==> src/rsi_pkg.sv <==
// Shared constants, types and segment decoding for the rpm shift indicator
package rsi_pkg;
	localparam int CLK_NS = 25; // Clock period
	localparam int US_NS = 1000; // One microsecond
	localparam int US_CYC = US_NS / CLK_NS; // Clocks per microsecond tick
	localparam int DEAD_S = 16; // Dead ignition time in seconds
	localparam int LAMP_MS = 1000; // Lamp test step in milliseconds
	localparam int FLASH_MS = 250; // Flash half period in milliseconds
	localparam int DEBOUNCE_MS = 20; // Button settle time in milliseconds
	localparam int US_PER_MS = 1000; // Microseconds per millisecond
	localparam int US_PER_S = 1000000; // Microseconds per second
	localparam int TW = 24; // Width of microsecond timers
	// Conversion constants: 60e6 / fires per rev / 100
	localparam logic [18:0] CNV_E8 = 19'h249f0; // Eight cylinders
	localparam logic [18:0] CNV_E4 = 19'h493e0; // Four cylinders
	localparam logic [18:0] CNV_E6 = 19'h30d40; // Six cylinders
	localparam logic [6:0] RPM_HI = 7'h5a; // 9000 rpm in hundreds
	localparam logic [6:0] RPM_LO = 7'h05; // 500 rpm in hundreds
	localparam logic [6:0] WARN_OFS = 7'h05; // 500 rpm above shift point
	localparam logic [3:0] THOU_DEF = 4'h6; // Default thousands digit
	localparam logic [3:0] THOU_MIN = 4'h1; // Lowest thousands digit
	localparam logic [3:0] THOU_MAX = 4'h7; // Highest thousands digit
	localparam logic [3:0] HUND_DEF = 4'h0; // Default hundreds digit
	localparam logic [3:0] HUND_MAX = 4'h9; // Highest hundreds digit
	localparam logic [15:0] IVL_MAX = 16'hffff; // Interval counter top
	// Segment patterns, active low, bit 6 is segment g
	localparam logic [6:0] SEG_BLANK = 7'h7f; // All off
	localparam logic [6:0] SEG_ALL = 7'h00; // All on
	localparam logic [6:0] SEG_DASH = 7'h3f; // Middle bar only
	localparam logic [6:0] SEG_E = 7'h06; // Letter E

	typedef enum logic [1:0] {ENG_E8, ENG_E4, ENG_E6} rsi_eng_e; // Engine options
	typedef struct packed {
		logic [6:0] hi; // Left digit segments
		logic [6:0] lo; // Right digit segments
	} rsi_disp_s;

	// Decimal digit to active-low segment pattern
	function automatic logic [6:0] rsi_seg(input logic [3:0] d);
		case (d)
			4'h0: rsi_seg = 7'h40;
			4'h1: rsi_seg = 7'h79;
			4'h2: rsi_seg = 7'h24;
			4'h3: rsi_seg = 7'h30;
			4'h4: rsi_seg = 7'h19;
			4'h5: rsi_seg = 7'h12;
			4'h6: rsi_seg = 7'h02;
			4'h7: rsi_seg = 7'h78;
			4'h8: rsi_seg = 7'h00;
			4'h9: rsi_seg = 7'h10;
			default: rsi_seg = 7'h7f;
		endcase
	endfunction
endpackage

==> src/rsi_debounce.sv <==
// Push button debouncer producing a one-cycle press pulse
`timescale 1ns/1ps
module rsi_debounce #(
	parameter int P_US = 20000 // Settle time in microseconds
) (
	input wire logic i_mclk, // System clock
	input wire logic i_rst_b, // Asynchronous reset, active low
	input wire logic i_tick, // Microsecond tick
	input wire logic i_raw, // Raw button level, high when pressed
	output logic o_press // One-cycle pulse per accepted press
);
	logic [15:0] cnt_r; // Stable time counter
	logic raw_r; // Last sampled level
	logic stable_r; // Accepted level

	// Restart settle time whenever the raw level moves
	always_ff @(posedge i_mclk or negedge i_rst_b) begin
		if (!i_rst_b) begin
			raw_r <= 1'b0;
			cnt_r <= 16'h0000;
		end else begin
			raw_r <= i_raw;
			if (raw_r != i_raw) begin
				cnt_r <= 16'h0000;
			end else if (i_tick && cnt_r != P_US[15:0]) begin
				cnt_r <= cnt_r + 16'h0001;
			end
		end
	end

	// Accept the level once it held for the settle time
	always_ff @(posedge i_mclk or negedge i_rst_b) begin
		if (!i_rst_b) begin
			stable_r <= 1'b0;
			o_press <= 1'b0;
		end else begin
			o_press <= 1'b0;
			if (cnt_r == P_US[15:0] && stable_r != raw_r) begin
				stable_r <= raw_r;
				o_press <= raw_r;
			end
		end
	end
endmodule // rsi_debounce

==> src/rsi_rpm_div.sv <==
// Sequential restoring divider turning an interval into rpm in hundreds
`timescale 1ns/1ps
module rsi_rpm_div (
	input wire logic i_mclk, // System clock
	input wire logic i_rst_b, // Asynchronous reset, active low
	input wire logic i_start, // Start pulse, ignored while busy
	input wire logic [18:0] i_dividend, // Conversion constant
	input wire logic [15:0] i_divisor, // Interval in microseconds, nonzero
	output logic o_busy, // Division in progress
	output logic o_done, // One-cycle pulse with a fresh quotient
	output logic [18:0] o_quot // Quotient, held until next done
);
	logic [18:0] dvd_r; // Dividend shifting into quotient
	logic [15:0] rem_r; // Partial remainder
	logic [4:0] cnt_r; // Bits left
	logic [16:0] trial; // Remainder with next dividend bit
	logic fits; // Divisor fits into trial

	// One quotient bit per clock
	always_comb begin
		trial = {rem_r, dvd_r[18]};
		fits = trial >= {1'b0, i_divisor};
	end

	// Shift-subtract loop
	always_ff @(posedge i_mclk or negedge i_rst_b) begin
		if (!i_rst_b) begin
			dvd_r <= 19'h00000;
			rem_r <= 16'h0000;
			cnt_r <= 5'h00;
			o_busy <= 1'b0;
			o_done <= 1'b0;
			o_quot <= 19'h00000;
		end else begin
			o_done <= 1'b0;
			if (!o_busy) begin
				if (i_start) begin
					dvd_r <= i_dividend;
					rem_r <= 16'h0000;
					cnt_r <= 5'h13;
					o_busy <= 1'b1;
				end
			end else begin
				rem_r <= fits ? 16'(trial - {1'b0, i_divisor}) : trial[15:0];
				dvd_r <= {dvd_r[17:0], fits};
				cnt_r <= cnt_r - 5'h01;
				if (cnt_r == 5'h01) begin
					o_busy <= 1'b0;
					o_done <= 1'b1;
					o_quot <= {dvd_r[17:0], fits};
				end
			end
		end
	end
endmodule // rsi_rpm_div

==> src/rsi_top.sv <==
// Rpm shift indicator: ignition timing, menu, display and shift lamp
`timescale 1ns/1ps
module rsi_top #(
	parameter int P_DEAD_US = rsi_pkg::DEAD_S * rsi_pkg::US_PER_S, // Dead ignition time
	parameter int P_LAMP_US = rsi_pkg::LAMP_MS * rsi_pkg::US_PER_MS, // Lamp test step
	parameter int P_FLASH_US = rsi_pkg::FLASH_MS * rsi_pkg::US_PER_MS, // Flash half period
	parameter int P_DEB_US = rsi_pkg::DEBOUNCE_MS * rsi_pkg::US_PER_MS // Button settle
) (
	input wire logic i_mclk, // 40 MHz system clock
	input wire logic i_rst_b, // Power-on reset, active low
	input wire logic i_ign, // Ignition pulse, high active
	input wire logic i_mode_btn, // Mode button, high when pressed
	input wire logic i_sel_btn, // Select button, high when pressed
	output rsi_pkg::rsi_disp_s o_disp, // Two digits, active-low segments
	output logic o_shift // Shift lamp, high lights it
);
	typedef enum logic [2:0] {
		ST_LAMP_HI, ST_LAMP_LO, ST_LAMP_SH, ST_CFG_ENG, ST_CFG_THOU, ST_CFG_HUND, ST_RUN
	} rsi_state_e;

	rsi_state_e state_r; // Menu state
	logic [5:0] us_cnt_r; // Microsecond prescaler
	logic us_tick; // One-cycle microsecond enable
	logic [1:0] press; // Debounced presses: 1 mode, 0 select
	logic mode_p; // Mode press pulse
	logic sel_p; // Select press pulse
	logic [rsi_pkg::TW-1:0] lamp_cnt_r; // Lamp test step timer
	logic lamp_done; // Lamp step elapsed
	rsi_pkg::rsi_eng_e eng_r; // Stored engine code
	logic [3:0] thou_r; // Shift point thousands
	logic [3:0] hund_r; // Shift point hundreds
	logic ign_r; // Last ignition level
	logic ign_rise; // Rising ignition edge
	logic act_r; // Timing cycle active
	logic [15:0] ivl_r; // Microseconds in current cycle
	logic slow_r; // Overflow abort pulse
	logic div_start_r; // Divider start pulse
	logic [15:0] div_ivl_r; // Recorded interval
	logic div_busy; // Divider busy
	logic div_done; // Divider result pulse
	logic [18:0] quot; // Divider quotient
	logic [18:0] cnv; // Conversion constant for engine
	logic [6:0] rpm_r; // Latest rpm in hundreds, saturated
	logic have_r; // A result exists since run began
	logic [rsi_pkg::TW-1:0] dead_cnt_r; // Time since last ignition edge
	logic dead_r; // Ignition declared dead
	logic [rsi_pkg::TW-1:0] fl_cnt_r; // Flash timer
	logic flash_r; // Flash phase, high shows
	logic [6:0] sp; // Shift point in hundreds
	logic out_rng; // Rpm beyond operating limits
	rsi_pkg::rsi_disp_s disp_nxt; // Next display
	logic shift_nxt; // Next lamp

	assign mode_p = press[1];
	assign sel_p = press[0];
	assign sp = {3'h0, thou_r} * 7'h0a + {3'h0, hund_r}; // Widened first so the product is not cut
	assign out_rng = rpm_r > rsi_pkg::RPM_HI || rpm_r < rsi_pkg::RPM_LO;
	assign lamp_done = us_tick && lamp_cnt_r == rsi_pkg::TW'(P_LAMP_US - 1);
	assign us_tick = us_cnt_r == 6'(rsi_pkg::US_CYC - 1);
	assign ign_rise = i_ign && !ign_r;

	// Microsecond prescaler
	always_ff @(posedge i_mclk or negedge i_rst_b) begin
		if (!i_rst_b) begin
			us_cnt_r <= 6'h00;
		end else begin
			us_cnt_r <= us_tick ? 6'h00 : us_cnt_r + 6'h01;
		end
	end

	// Debounce both buttons
	generate
		for (genvar g = 0; g < 2; g++) begin : g_btn
			rsi_debounce #(.P_US(P_DEB_US)) u_deb (
				.i_mclk(i_mclk),
				.i_rst_b(i_rst_b),
				.i_tick(us_tick),
				.i_raw(g == 1 ? i_mode_btn : i_sel_btn),
				.o_press(press[g])
			);
		end
	endgenerate

	// Lamp test step timer, restarts each step
	always_ff @(posedge i_mclk or negedge i_rst_b) begin
		if (!i_rst_b) begin
			lamp_cnt_r <= '0;
		end else if (lamp_done) begin
			lamp_cnt_r <= '0;
		end else if (us_tick) begin
			lamp_cnt_r <= lamp_cnt_r + rsi_pkg::TW'(1);
		end
	end

	// Menu state machine
	always_ff @(posedge i_mclk or negedge i_rst_b) begin
		if (!i_rst_b) begin
			state_r <= ST_LAMP_HI;
		end else begin
			unique case (state_r)
				ST_LAMP_HI: if (lamp_done) state_r <= ST_LAMP_LO;
				ST_LAMP_LO: if (lamp_done) state_r <= ST_LAMP_SH;
				ST_LAMP_SH: if (lamp_done) state_r <= ST_CFG_ENG;
				ST_CFG_ENG: if (mode_p) state_r <= ST_CFG_THOU;
				ST_CFG_THOU: if (mode_p) state_r <= ST_CFG_HUND;
				ST_CFG_HUND: if (mode_p) state_r <= ST_RUN;
				ST_RUN: if (mode_p) state_r <= ST_CFG_ENG;
			endcase
		end
	end

	// Settings, changed only by Select in their own menu step
	always_ff @(posedge i_mclk or negedge i_rst_b) begin
		if (!i_rst_b) begin
			eng_r <= rsi_pkg::ENG_E8;
			thou_r <= rsi_pkg::THOU_DEF;
			hund_r <= rsi_pkg::HUND_DEF;
		end else if (sel_p) begin
			unique case (state_r)
				ST_CFG_ENG: begin
					unique case (eng_r)
						rsi_pkg::ENG_E8: eng_r <= rsi_pkg::ENG_E4;
						rsi_pkg::ENG_E4: eng_r <= rsi_pkg::ENG_E6;
						default: eng_r <= rsi_pkg::ENG_E8;
					endcase
				end
				ST_CFG_THOU: begin
					thou_r <= thou_r >= rsi_pkg::THOU_MAX ? rsi_pkg::THOU_MIN : thou_r + 4'h1;
				end
				ST_CFG_HUND: begin
					hund_r <= hund_r >= rsi_pkg::HUND_MAX ? 4'h0 : hund_r + 4'h1;
				end
				default: begin // Select outside the setting steps leaves values alone
				end
			endcase
		end
	end

	// Ignition timing: alternate edges start and end a cycle
	always_ff @(posedge i_mclk or negedge i_rst_b) begin
		if (!i_rst_b) begin
			ign_r <= 1'b0;
			act_r <= 1'b0;
			ivl_r <= 16'h0000;
			slow_r <= 1'b0;
			div_start_r <= 1'b0;
			div_ivl_r <= 16'h0001;
		end else begin
			ign_r <= i_ign;
			slow_r <= 1'b0;
			div_start_r <= 1'b0;
			if (ign_rise) begin
				act_r <= !act_r;
				ivl_r <= 16'h0000;
				if (act_r && !div_busy) begin // Skip if last result not yet done
					div_start_r <= 1'b1;
					div_ivl_r <= ivl_r == 16'h0000 ? 16'h0001 : ivl_r;
				end
			end else if (act_r && us_tick) begin
				if (ivl_r == rsi_pkg::IVL_MAX) begin
					act_r <= 1'b0;
					slow_r <= 1'b1;
				end else begin
					ivl_r <= ivl_r + 16'h0001;
				end
			end
		end
	end

	// Constant picks the multiplier 15, 30 or 20 per cylinder count
	always_comb begin
		unique case (eng_r)
			rsi_pkg::ENG_E4: cnv = rsi_pkg::CNV_E4;
			rsi_pkg::ENG_E6: cnv = rsi_pkg::CNV_E6;
			default: cnv = rsi_pkg::CNV_E8;
		endcase
	end

	rsi_rpm_div u_div (
		.i_mclk(i_mclk),
		.i_rst_b(i_rst_b),
		.i_start(div_start_r),
		.i_dividend(cnv),
		.i_divisor(div_ivl_r),
		.o_busy(div_busy),
		.o_done(div_done),
		.o_quot(quot)
	);

	// Latest result; valid flag held clear outside run so display starts blank
	always_ff @(posedge i_mclk or negedge i_rst_b) begin
		if (!i_rst_b) begin
			rpm_r <= 7'h00;
			have_r <= 1'b0;
		end else if (state_r != ST_RUN) begin
			have_r <= 1'b0;
		end else if (div_done) begin
			rpm_r <= quot > 19'h0007f ? 7'h7f : quot[6:0];
			have_r <= 1'b1;
		end else if (slow_r) begin
			rpm_r <= 7'h00; // Too slow reads as below range
			have_r <= 1'b1;
		end
	end

	// Dead ignition watchdog
	always_ff @(posedge i_mclk or negedge i_rst_b) begin
		if (!i_rst_b) begin
			dead_cnt_r <= '0;
			dead_r <= 1'b0;
		end else if (ign_rise || state_r != ST_RUN) begin
			dead_cnt_r <= '0;
			dead_r <= 1'b0;
		end else if (us_tick && !dead_r) begin
			if (dead_cnt_r == rsi_pkg::TW'(P_DEAD_US - 1)) begin
				dead_r <= 1'b1;
			end
			dead_cnt_r <= dead_cnt_r + rsi_pkg::TW'(1);
		end
	end

	// Flash phase for menu digits and warning lamp
	always_ff @(posedge i_mclk or negedge i_rst_b) begin
		if (!i_rst_b) begin
			fl_cnt_r <= '0;
			flash_r <= 1'b1;
		end else if (us_tick) begin
			if (fl_cnt_r == rsi_pkg::TW'(P_FLASH_US - 1)) begin
				fl_cnt_r <= '0;
				flash_r <= !flash_r;
			end else begin
				fl_cnt_r <= fl_cnt_r + rsi_pkg::TW'(1);
			end
		end
	end

	// Display and lamp selection
	always_comb begin
		disp_nxt.hi = rsi_pkg::SEG_BLANK;
		disp_nxt.lo = rsi_pkg::SEG_BLANK;
		shift_nxt = 1'b0;
		unique case (state_r)
			ST_LAMP_HI: disp_nxt.hi = rsi_pkg::SEG_ALL;
			ST_LAMP_LO: disp_nxt.lo = rsi_pkg::SEG_ALL;
			ST_LAMP_SH: shift_nxt = 1'b1;
			ST_CFG_ENG: begin
				disp_nxt.hi = rsi_pkg::SEG_E;
				unique case (eng_r)
					rsi_pkg::ENG_E4: disp_nxt.lo = rsi_pkg::rsi_seg(4'h4);
					rsi_pkg::ENG_E6: disp_nxt.lo = rsi_pkg::rsi_seg(4'h6);
					default: disp_nxt.lo = rsi_pkg::rsi_seg(4'h8);
				endcase
				if (!flash_r) disp_nxt.lo = rsi_pkg::SEG_BLANK;
			end
			ST_CFG_THOU, ST_CFG_HUND: begin
				disp_nxt.hi = rsi_pkg::rsi_seg(thou_r);
				disp_nxt.lo = rsi_pkg::rsi_seg(hund_r);
				if (!flash_r && state_r == ST_CFG_THOU) disp_nxt.hi = rsi_pkg::SEG_BLANK;
				if (!flash_r && state_r == ST_CFG_HUND) disp_nxt.lo = rsi_pkg::SEG_BLANK;
			end
			ST_RUN: begin
				if (dead_r || (have_r && out_rng)) begin
					disp_nxt.hi = rsi_pkg::SEG_DASH;
					disp_nxt.lo = rsi_pkg::SEG_DASH;
				end else if (have_r) begin
					disp_nxt.hi = rsi_pkg::rsi_seg(4'(rpm_r / 7'h0a));
					disp_nxt.lo = rsi_pkg::rsi_seg(4'(rpm_r % 7'h0a));
					if (rpm_r >= 7'(sp + rsi_pkg::WARN_OFS)) begin
						shift_nxt = flash_r;
					end else if (rpm_r >= sp) begin
						shift_nxt = 1'b1;
					end
				end
			end
		endcase
	end

	// Registered outputs
	always_ff @(posedge i_mclk or negedge i_rst_b) begin
		if (!i_rst_b) begin
			o_disp <= {rsi_pkg::SEG_BLANK, rsi_pkg::SEG_BLANK};
			o_shift <= 1'b0;
		end else begin
			o_disp <= disp_nxt;
			o_shift <= shift_nxt;
		end
	end
endmodule // rsi_top

==> config.mk <==
export PLATFORM = sky130hd
export DESIGN_NAME = rsi_top
export DESIGN_NICKNAME = d
export VERILOG_FILES = /design/src/rsi_pkg.sv /design/src/rsi_debounce.sv /design/src/rsi_rpm_div.sv /design/src/rsi_top.sv
export SDC_FILE = /design/constraint.sdc
export NUM_CORES = 1
export LEC_CHECK = 0
export BUFFER_PORTS_ARGS = -buffer_cell sky130_fd_sc_hd__buf_2
export CORE_AREA = 2 2 190 192
export CTS_CLUSTER_SIZE = 14
export DETAILED_ROUTE_END_ITERATION = 6
export DIE_AREA = 0 0 192 194
export GPL_TIMING_DRIVEN = 0
export PLACE_DENSITY_LB_ADDON = 0.08
export SYNTH_ARGS = -nofsm -noshare
export SYNTH_HDL_FRONTEND = slang
export SYNTH_SLANG_ARGS = --single-unit
==> constraint.sdc <==
create_clock -name i_mclk -period 9.25 [get_ports i_mclk]
set_input_delay 0.4625 -clock i_mclk [delete_from_list [all_inputs] [get_ports i_mclk]]
set_output_delay 0.4625 -clock i_mclk [all_outputs]
set_load 0.005 [all_outputs]
# After elaboration in Yosys (flattened, before gate mapping)
# Memories as Yosys holds them, arrays and structs flattened.
# Cells that the tools add are included.
# op_classes
n_addsub,13
multipliers,1
div_mod_pow,2
n_lt_le_gt_ge,8
eq_ne,31
muxes,70
bitwise,1
n_reduce_logical,45
# ops
op,n
$mux W16,11
$mux W24,5
$add A24 B1 Y24 const B,3
$pmux W7 S4,2
$add A16 B1 Y16 const B,3
$mux W7,6
$mux W19,2
$pmux W19 S2,1
$eq A16 B15 Y1 const B,2
$ne A16 B15 Y1 const B,2
$mux W14,2
$mux W1,25
$eq A24 B18 Y1 const B,1
$eq A24 B20 Y1 const B,1
$eq A24 B24 Y1 const B,1
$mux W3,7
$pmux W3 S7,1
$reduce_and A2 Y1,10
$gt A19 B7 Y1 const B,1
$reduce_bool A2 Y1,9
$ge A17 B16 Y1,1
$eq A16 B16 Y1 const B,1
$logic_not A16 Y1,1
$sub A16 B16 Y16,1
other kinds (39),72
# word_totals
ff_bits,251
romBits,448
in_bits,5
output_inout_bits,15
wordCells,210
memories,4
# mem_list
memory,depth,width,rd,rd_clocked_by_memory_dff,wr,line,text
(name not given),16,7,1,0,0,rsi_pkg.sv:40,case (d)
(name not given),16,7,1,0,0,rsi_pkg.sv:40,
(name not given),16,7,1,0,0,rsi_pkg.sv:40,
(name not given),16,7,1,0,0,rsi_pkg.sv:40,

# Depth between registers and ports, before layout
# Gate-level depths: netlist of the first run.
# logic_depth
ltp_word,8
ltp_mapped,19
ltp_nobuf,16

# Modules after synthesis
# A second synthesis of the first run with hierarchy kept.
# unflattened
cells_unflattened,1571
hier_area_um2,14741.6
# by_module_without_submodules
module,instances,cells_per_inst,area_each_um2,seq_area_each_um2
rsi_top,1,962,9140.0,3826.2
rsi_rpm_div,1,413,3669.8,1526.5
rsi_debounce,2,98,965.9,475.5

# Worst setup path after synthesis of the first run
# No wires, ideal clock.
# synth_timing
path_type,reg-to-reg
start,register rpm_r[4]
end,register o_disp[4] in the netlist's numbering
setup_ps,89
arrival_time_ps,3460
required_ps,9161
path_slack_ps,5701
path_stages_with_launch,20
path_buffers,3
period_less_slack_ps,3549
path_cell_list,dfrtp_1 buf_4 buf_2 nor3b_1 a2111oi_2 o22ai_2 clkinv_1 ha_1 buf_2 and3_1 mux2_4 nor2_1 xnor2_1 inv_1 ha_1 inv_1 nor3_1 o211ai_1 a31oi_1 a211oi_1
# synth_rtl
element,line,text
"start, declared",rsi_top.sv:43,logic [6:0] rpm_r;
"start signal, assigned",rsi_top.sv:198,rpm_r <= quot > 19'h0007f ? 7'h7f : quot[6:0];
"end signal, assigned",rsi_top.sv:281,"o_disp <= {rsi_pkg::SEG_BLANK, rsi_pkg::SEG_BLANK};"
"end signal, assigned",rsi_top.sv:284,o_disp <= disp_nxt;
"end, declared",rsi_top.sv:14,"output rsi_pkg::rsi_disp_s o_disp,"

==> metrics.yaml, run 1 <==
finalHoldViolations: 0
setup_tns_ns: 0
tritoncts: "built"
critPathArrivalTime_ns: 4.81
mappedNetlistArea_um2: 14600
layout-area-overhead-vs-synth_pct: 12.2
post_drt_via_cell_ratio: 5.41
cts.clk_slew.worst_paths_ns: 0.06
synth.yosys.warnings: 0
most_common_cell_in_the_synthesized_netlist: "sky130_fd_sc_hd__dfrtp_1"
post_cts.resized_instances: 0
dpl_worst_slack_ns: 4.92
clk_latency_worst_skew_pair_ns: 0.57
final_worst_setup_slack_ns: 4.91
io_buffers: 19
first_global_vias: 11201
p_per_area_nw_per_um2: 234
timing.critical_path.to_type: "flip-flop"
relSlewSlack: 0.305
postPlaceCellArea_um2: 15300
synth_flop_cell: "sky130_fd_sc_hd__dfrtp_1"
post_cts.repair.setup_buffers: 0
synth_top_area_frac: 0.400
rsz0062_at_grt: "no"
largest_area_contributor_in_the_synthesized_netlist: "sky130_fd_sc_hd__dfrtp_1"
synth-edff-count: 0
final-max-slew-violation-count: 0
yosys.cell_types.count: 90
ir_drop_mv: 0.232
dp.final_hpwl_um: 24500
asyncSetResetFlopFracSynth: 1.00
tritoncts.num_buffers: 30
period_share: 0.470
n_antenna_cell: 0
minimum_clock_period_after_layout_ns: 4.34
placeableCoreArea_um2: 35200
htree_levels: 1
critPathMaxFanout: 10
initial_cell_density_of_the_core: 0.414
initial_antenna_violation_count: 1
drt.antenna.violating_nets: 0
post_synth_inst_count: 1584
synth_top_cells_by_area: "sky130_fd_sc_hd__dfrtp_1, sky130_fd_sc_hd__ha_1, sky130_fd_sc_hd__nand2_1"
synth_seq_cells: 251
final_design_area_no_fill_um2: 16400
grt_first_pass_wirelength_um: 57900
post_synth.cell_area_avg_um2: 9.20
holdCritPathClass: "primary input to flip-flop"
route.detailed.wl_per_inst_um: 16.1
postRouteWirelength_um: 34300
tritoncts_num_sinks: 251
grt_start_max_net_pins: 119
die_x_um: 192
timing.fmax_ghz: 0.230
synth.yosys.seq_area_share: 0.433
cp.required_ns: 9.71
worstMarginPinSlew_ns: 1.03
drt_iter0_markers: 671
cts_buffer_depth: 3
synth_common_cells: "sky130_fd_sc_hd__dfrtp_1, sky130_fd_sc_hd__nand2_1, sky130_fd_sc_hd__nor2_1"
grt_usage: 0.188
synthesis.nets: 1672
clock-root-buffer: "sky130_fd_sc_hd__clkbuf_16"
power.combinational.fraction: 0.324
io_pins: 20
p_sw_w: 0.00135
finClkSkew_ns: 0.0245
vias: 11487
power.static_leakage_nw: 7.20
num-fill-cells: 3411
die_height_um: 194
seq_power_share: 0.357
finalSetupViolCount: 0
crit_path_start_kind: "flip-flop"
power.clock.fraction: 0.319
row_count: 69
maxCapViolations: 0
status: "complete, no violations"
layout.nets: 1727
drc: 0
power.switching_fraction: 0.355
timing.setup.critical_path_class: "flip-flop to flip-flop"
place_congestion: 0.848
cell_internal_power_w: 0.00246
firstDrtPassIters: 5
remaining_global_route_overflow: 0
layout-drive-gt1-share: 0.0806
die-area_um2: 37200
[cell families (layout without fill, tap and decap cells)]
logic type / after synthesis / in the layout / synth area share
multiplexers: 23 / 23 / 0.0179
XOR/XNOR: 135 / 135 / 0.0812
flip-flops: 251 / 251 / 0.433
AO/OA/AOI/OAI: 304 / 304 / 0.138
buffers and inverters: 127 / 206 / 0.0354
AND/OR/NAND/NOR: 661 / 661 / 0.222
adder cells (fa/ha/maj): 83 / 83 / 0.0728
[worst paths after layout]
kind / end / depth (start not counted) / slack (ns) / start
worst min register to register: g_btn[0].u_deb.o_press / 1 / 0.45 / g_btn[0].u_deb.stable_r
min in group asynchronous: o_shift / 2 / 0.35 / i_rst_b
worst max-delay path: o_disp[4] / 19 / 4.91 / rpm_r[4]
worst max register to register: o_disp[4] / 19 / 4.91 / rpm_r[4]
max in group asynchronous: g_btn[1].u_deb.cnt_r[9] / 3 / 8.02 / i_rst_b
worst min-delay path: g_btn[0].u_deb.raw_r / 1 / 0.04 / i_sel_btn
[worst max-delay path: stages, from the launching register on]
cell                        delay (ns)
sky130_fd_sc_hd__dfrtp_1          0.43
sky130_fd_sc_hd__buf_4            0.19
sky130_fd_sc_hd__buf_2            0.24
sky130_fd_sc_hd__nor3b_1          0.09
sky130_fd_sc_hd__a2111oi_2        0.32
sky130_fd_sc_hd__o22ai_2          0.21
sky130_fd_sc_hd__clkinv_1         0.11
sky130_fd_sc_hd__ha_1             0.26
sky130_fd_sc_hd__buf_2            0.24
sky130_fd_sc_hd__o21ai_0          0.20
sky130_fd_sc_hd__a311oi_4         0.46
sky130_fd_sc_hd__nor2_1           0.20
sky130_fd_sc_hd__xnor2_1          0.34
sky130_fd_sc_hd__inv_1            0.14
sky130_fd_sc_hd__ha_1             0.24
sky130_fd_sc_hd__inv_1            0.07
sky130_fd_sc_hd__nor3_1           0.05
sky130_fd_sc_hd__o211ai_1         0.10
sky130_fd_sc_hd__a31oi_1          0.12
sky130_fd_sc_hd__a211oi_1         0.24
[power groups by stage]
stage	Sequential, W	Clock, W	Combinational (W)
6_report	0.00136	0.00122	0.00124
3_3_place_gp	0.00138	0	0.00122
3_5_place_dp	0.00138	0	0.00123
2_1_floorplan	0.00134	0	0.000926
5_1_grt	0.00138	0.00130	0.00140
4_1_cts	0.00136	0.00125	0.00124
[through the flow]
stage / total power, W / hold slack, ns / util / cells
6_report: 0.00382 / 0.0397 / 0.464 / 2124
4_1_cts: 0.00386 / 0.00265 / 0.464 / 2124
5_1_grt: 0.00409 / 0.00914 / 0.464 / 2124
3_5_place_dp: 0.00261 / 0.342 / 0.435 / 2066
3_3_place_gp: 0.00260 / 0.446 / 0.433 / 2064
2_1_floorplan: 0.00226 / 0.167 / - / 1584
[registers in the layout (all words and copies together) (netlist names), 2 cells and up]
register              flops
g_btn.u_deb.cnt_r        32
dead_cnt_r               24
fl_cnt_r                 24
lamp_cnt_r               24
u_div.dvd_r              19
u_div.o_quot             19
div_ivl_r                16
ivl_r                    16
u_div.rem_r              16
o_disp                   14
rpm_r                     7
us_cnt_r                  6
u_div.cnt_r               5
hund_r                    4
thou_r                    4
state_r                   3
eng_r                     2
g_btn.u_deb.o_press       2
g_btn.u_deb.raw_r         2
g_btn.u_deb.stable_r      2
[metal layers]
| layer | vias to the layer above | track usage | wire length, um |
|---|---|---|---|
| li1 | 5678 | - | - |
| met1 | 5585 | 0.270 | 16700 |
| met4 | 2 | 0.0509 | 726 |
| met3 | 52 | 0.0262 | 1240 |
| met5 | - | 0 | 13 |
| met2 | 170 | 0.295 | 15600 |
[what timing repair did]
item / 4_1_cts / 5_1_grt
endpoints found under the setup margin: 0 / 0
hold endpoints to repair: 29 / 0
hold buffers: 2 / 0
[area by class of cell]
| class | instances | area (um^2) | share of cell area |
|---|---|---|---|
| inverters | 62 | 233 | 0.0142 |
| flip-flops and latches | 251 | 6300 | 0.385 |
| well taps | 461 | 577 | 0.0353 |
| clock inverters | 13 | 154 | 0.00941 |
| plain buffers | 65 | 283 | 0.0173 |
| multi-input cells | 1206 | 7750 | 0.474 |
| repair buffers | 23 | 180 | 0.0110 |
| clock buffers | 43 | 871 | 0.0533 |
[cell usage in the layout (no fill, tap or decap), types with 6 or more instances in the layout]
master	Yosys	final
sky130_fd_sc_hd__nor3_1	34	34
sky130_fd_sc_hd__nor4_1	18	18
sky130_fd_sc_hd__o31ai_1	7	7
sky130_fd_sc_hd__o21ai_0	110	110
sky130_fd_sc_hd__inv_1	61	61
sky130_fd_sc_hd__a31oi_1	13	13
sky130_fd_sc_hd__buf_2	12	30
sky130_fd_sc_hd__o21a_1	13	13
sky130_fd_sc_hd__nor3b_1	11	11
sky130_fd_sc_hd__a311o_1	6	6
sky130_fd_sc_hd__a21o_1	11	11
sky130_fd_sc_hd__nand4_1	42	42
sky130_fd_sc_hd__dfrtp_1	233	233
sky130_fd_sc_hd__mux2_2	7	7
sky130_fd_sc_hd__a21oi_1	55	55
sky130_fd_sc_hd__xnor2_1	55	55
sky130_fd_sc_hd__and3_1	32	32
sky130_fd_sc_hd__nand3_1	60	60
sky130_fd_sc_hd__xor2_1	80	80
sky130_fd_sc_hd__o211ai_1	8	8
sky130_fd_sc_hd__a221o_1	6	6
sky130_fd_sc_hd__and4_1	13	13
sky130_fd_sc_hd__nor2_1	163	163
sky130_fd_sc_hd__clkinv_2	0	6
sky130_fd_sc_hd__clkbuf_1	45	52
sky130_fd_sc_hd__dfstp_2	18	18
sky130_fd_sc_hd__and2_1	14	14
sky130_fd_sc_hd__mux2i_1	13	13
sky130_fd_sc_hd__nor4b_1	8	8
sky130_fd_sc_hd__a211oi_1	12	12
sky130_fd_sc_hd__nor2b_1	20	20
sky130_fd_sc_hd__ha_1	80	80
sky130_fd_sc_hd__nand2_1	204	204
sky130_fd_sc_hd__clkbuf_16	0	31
sky130_fd_sc_hd__or3_1	6	6
sky130_fd_sc_hd__nand2b_1	13	13
(Power assumes the default switching activity.)
==> run 2, diff against run 1 <==
==> constraint.sdc (replaced) <==
create_clock -name i_mclk -period 3.5 [get_ports i_mclk]
set_input_delay 0.175 -clock i_mclk [delete_from_list [all_inputs] [get_ports i_mclk]]
set_output_delay 0.175 -clock i_mclk [all_outputs]
set_load 0.005 [all_outputs]
==> metrics.yaml, run 2 (synthesized netlist as in run 1, its figures left out) <==
status: "complete, no violations"
layout-drive-gt1-share: 0.101  # +0.0201
worstMarginPinSlew_ns: 0.993  # -0.0417 ns
post_drt_via_cell_ratio: 5.41  # about the same
tritoncts: "built"
drt.antenna.violating_nets: 0  # unchanged
cell_internal_power_w: 0.00646  # +160%
grt_start_max_net_pins: 103  # -13%
final-max-slew-violation-count: 0  # unchanged
max_flop_register: "g_btn.u_deb.cnt_r"
io_buffers: 19  # unchanged
power.combinational.fraction: 0.329  # +0.005
minimum_clock_period_after_layout_ns: 3.38  # -0.961 ns
critPathArrivalTime_ns: 3.85  # -0.96 ns
setup.worst_path.end: "o_disp[0]"
place_congestion: 0.853  # +0.59%
tritoncts_num_sinks: 251  # unchanged
p_sw_w: 0.00354  # +160%
die-area_um2: 37200  # unchanged
placeableCoreArea_um2: 35200  # unchanged
postRouteWirelength_um: 34600  # +0.97%
power.switching_fraction: 0.354  # -0.000661
htree_levels: 1  # unchanged
r2r_slack_ns: 0.12  # -4.79 ns
setup_tns_ns: 0  # unchanged
drc: 0  # unchanged
ir_drop_mv: 0.706  # +200%
cp.required_ns: 3.97  # -5.74 ns
p_per_area_nw_per_um2: 601  # +160%
grt_first_pass_wirelength_um: 57400  # -0.86%
finalSetupViolCount: 0  # unchanged
multi_input_logic_area_um2: 7900  # +1.9%
rr_worst_depth: 17  # -2
die_height_um: 194  # unchanged
n_antenna_cell: 0  # unchanged
power.static_leakage_nw: 7.31  # +1.6%
power.clock.fraction: 0.311  # -0.008
finClkSkew_ns: 0.0222  # -0.00225 ns
route.detailed.wl_per_inst_um: 16.2  # +0.21%
initial_antenna_violation_count: 0  # -1
grt_usage: 0.186  # -0.00178
row_count: 69  # unchanged
initial_cell_density_of_the_core: 0.414  # unchanged
die_x_um: 192  # unchanged
cts_buffer_depth: 3  # unchanged
clock-root-buffer: "sky130_fd_sc_hd__clkbuf_16"
worstReg2RegEnd: "o_disp[0]"
mostFrequentLayoutCell: "sky130_fd_sc_hd__dfrtp_1"
timing.setup.critical_path_class: "flip-flop to flip-flop"
maxCapViolations: 0  # unchanged
relSlewSlack: 0.333  # +0.0281
clk_latency_worst_skew_pair_ns: 0.56  # about the same
layout-area-overhead-vs-synth_pct: 14.3
dp.final_hpwl_um: 24500  # +0.19%
first_global_vias: 10981  # -2.0%
vias: 11584  # +0.84%
io_pins: 20  # unchanged
timing.critical_path.to_type: "flip-flop"
seq_power_share: 0.360  # +0.003
drt_iter0_markers: 679  # +1.2%
crit_path_start_kind: "flip-flop"
timing.critical_path.from: "rpm_r[4]"
firstDrtPassIters: 5  # unchanged
worstReg2RegStart: "rpm_r[4]"
holdCritPathClass: "primary input to asynchronous set/reset pin"
final_worst_setup_slack_ns: 0.117  # -4.79 ns
max_reg_flops: 32  # unchanged
rsz0062_at_grt: "no"
final_cell_mix: "sky130_fd_sc_hd__dfrtp_1, sky130_fd_sc_hd__nand2_1, sky130_fd_sc_hd__nor2_1"
tritoncts.num_buffers: 30  # unchanged
dpl_worst_slack_ns: -0.744  # -5.67 ns
layout.nets: 1745  # +1.0%
regArea_um2: 6310  # about the same
num-fill-cells: 3405  # -0.18%
cts.clk_slew.worst_paths_ns: 0.06  # about the same
finalHoldViolations: 0  # unchanged
timing.fmax_ghz: 0.296  # +28%
period_share: 0.967  # +0.497
remaining_global_route_overflow: 0  # unchanged
critPathMaxFanout: 10  # unchanged
[run 2: per-layer routing]
layer	vias up	track usage	share of wire
li1	5732	-	-
met1	5633	0.270	0.49
met2	177	0.296	0.46
met3	42	0.0259	0.034
met4	0	0.0393	0.016
met5	-	0	0
[run 2: area by class of cell]
cell class,instances,share of cell area
inverters,62,0.0140
multi-input cells,1206,0.474
clock inverters,5,0.00323
flip-flops and latches,251,0.379
plain buffers,65,0.0190
well taps,461,0.0346
repair buffers,41,0.0192
clock buffers,49,0.0567
[run 2: stage by stage]
stage	util	power (W)	cells	hold slack, ns	cell area, um^2
floorplan	-	0.00598	1584	-0.121	14600
CTS	0.468	0.0101	2129	0.135	16500
global placement	0.433	0.00687	2064	0.308	15200
detailed placement	0.435	0.00693	2066	0.140	15300
finish	0.473	0.0100	2140	0.119	16700
global route	0.473	0.0107	2140	0.169	16700
[run 2: repair_timing]
action,in CTS,in global routing
hold endpoints to repair,57,0
resized for setup,24,21
pin swaps,6,12
gates cloned,0,0
buffers inserted,5,11
setup endpoints to repair,15,11
hold buffers,4,0
[run 2: how the worst min path moves through the flow]
stage	cells past startpoint	end	startpoint	slack, ns
finish	2	o_shift	i_rst_b	0.12
floorplan	0	act_r	i_rst_b	-0.12
detailed placement	1	o_shift	i_rst_b	0.14
CTS	2	o_shift	i_rst_b	0.13
global placement	1	ign_r	i_ign	0.31
global route	2	o_shift	i_rst_b	0.17
[run 2: critical path: stages (launching register included)]
cell and delay [ns]:
sky130_fd_sc_hd__dfrtp_1 0.39, sky130_fd_sc_hd__buf_6 0.15, sky130_fd_sc_hd__buf_6 0.15, sky130_fd_sc_hd__nor3b_4 0.22
sky130_fd_sc_hd__a2111oi_4 0.07, sky130_fd_sc_hd__o22ai_2 0.20, sky130_fd_sc_hd__clkinv_2 0.12, sky130_fd_sc_hd__ha_4 0.19
sky130_fd_sc_hd__buf_6 0.14, sky130_fd_sc_hd__and3_4 0.17, sky130_fd_sc_hd__mux2_4 0.30, sky130_fd_sc_hd__nor2_4 0.22
sky130_fd_sc_hd__xnor2_4 0.17, sky130_fd_sc_hd__inv_2 0.09, sky130_fd_sc_hd__ha_1 0.18, sky130_fd_sc_hd__nor4_1 0.25
sky130_fd_sc_hd__and3_1 0.20, sky130_fd_sc_hd__a211oi_1 0.06
[run 2: power by group through the flow]
stage	logic [W]	clock network, W	registers, W
6_report	0.00329	0.00311	0.00361
5_1_grt	0.00369	0.00337	0.00365
4_1_cts	0.00330	0.00321	0.00360
3_5_place_dp	0.00328	0	0.00365
3_3_place_gp	0.00322	0	0.00365
2_1_floorplan	0.00245	0	0.00354
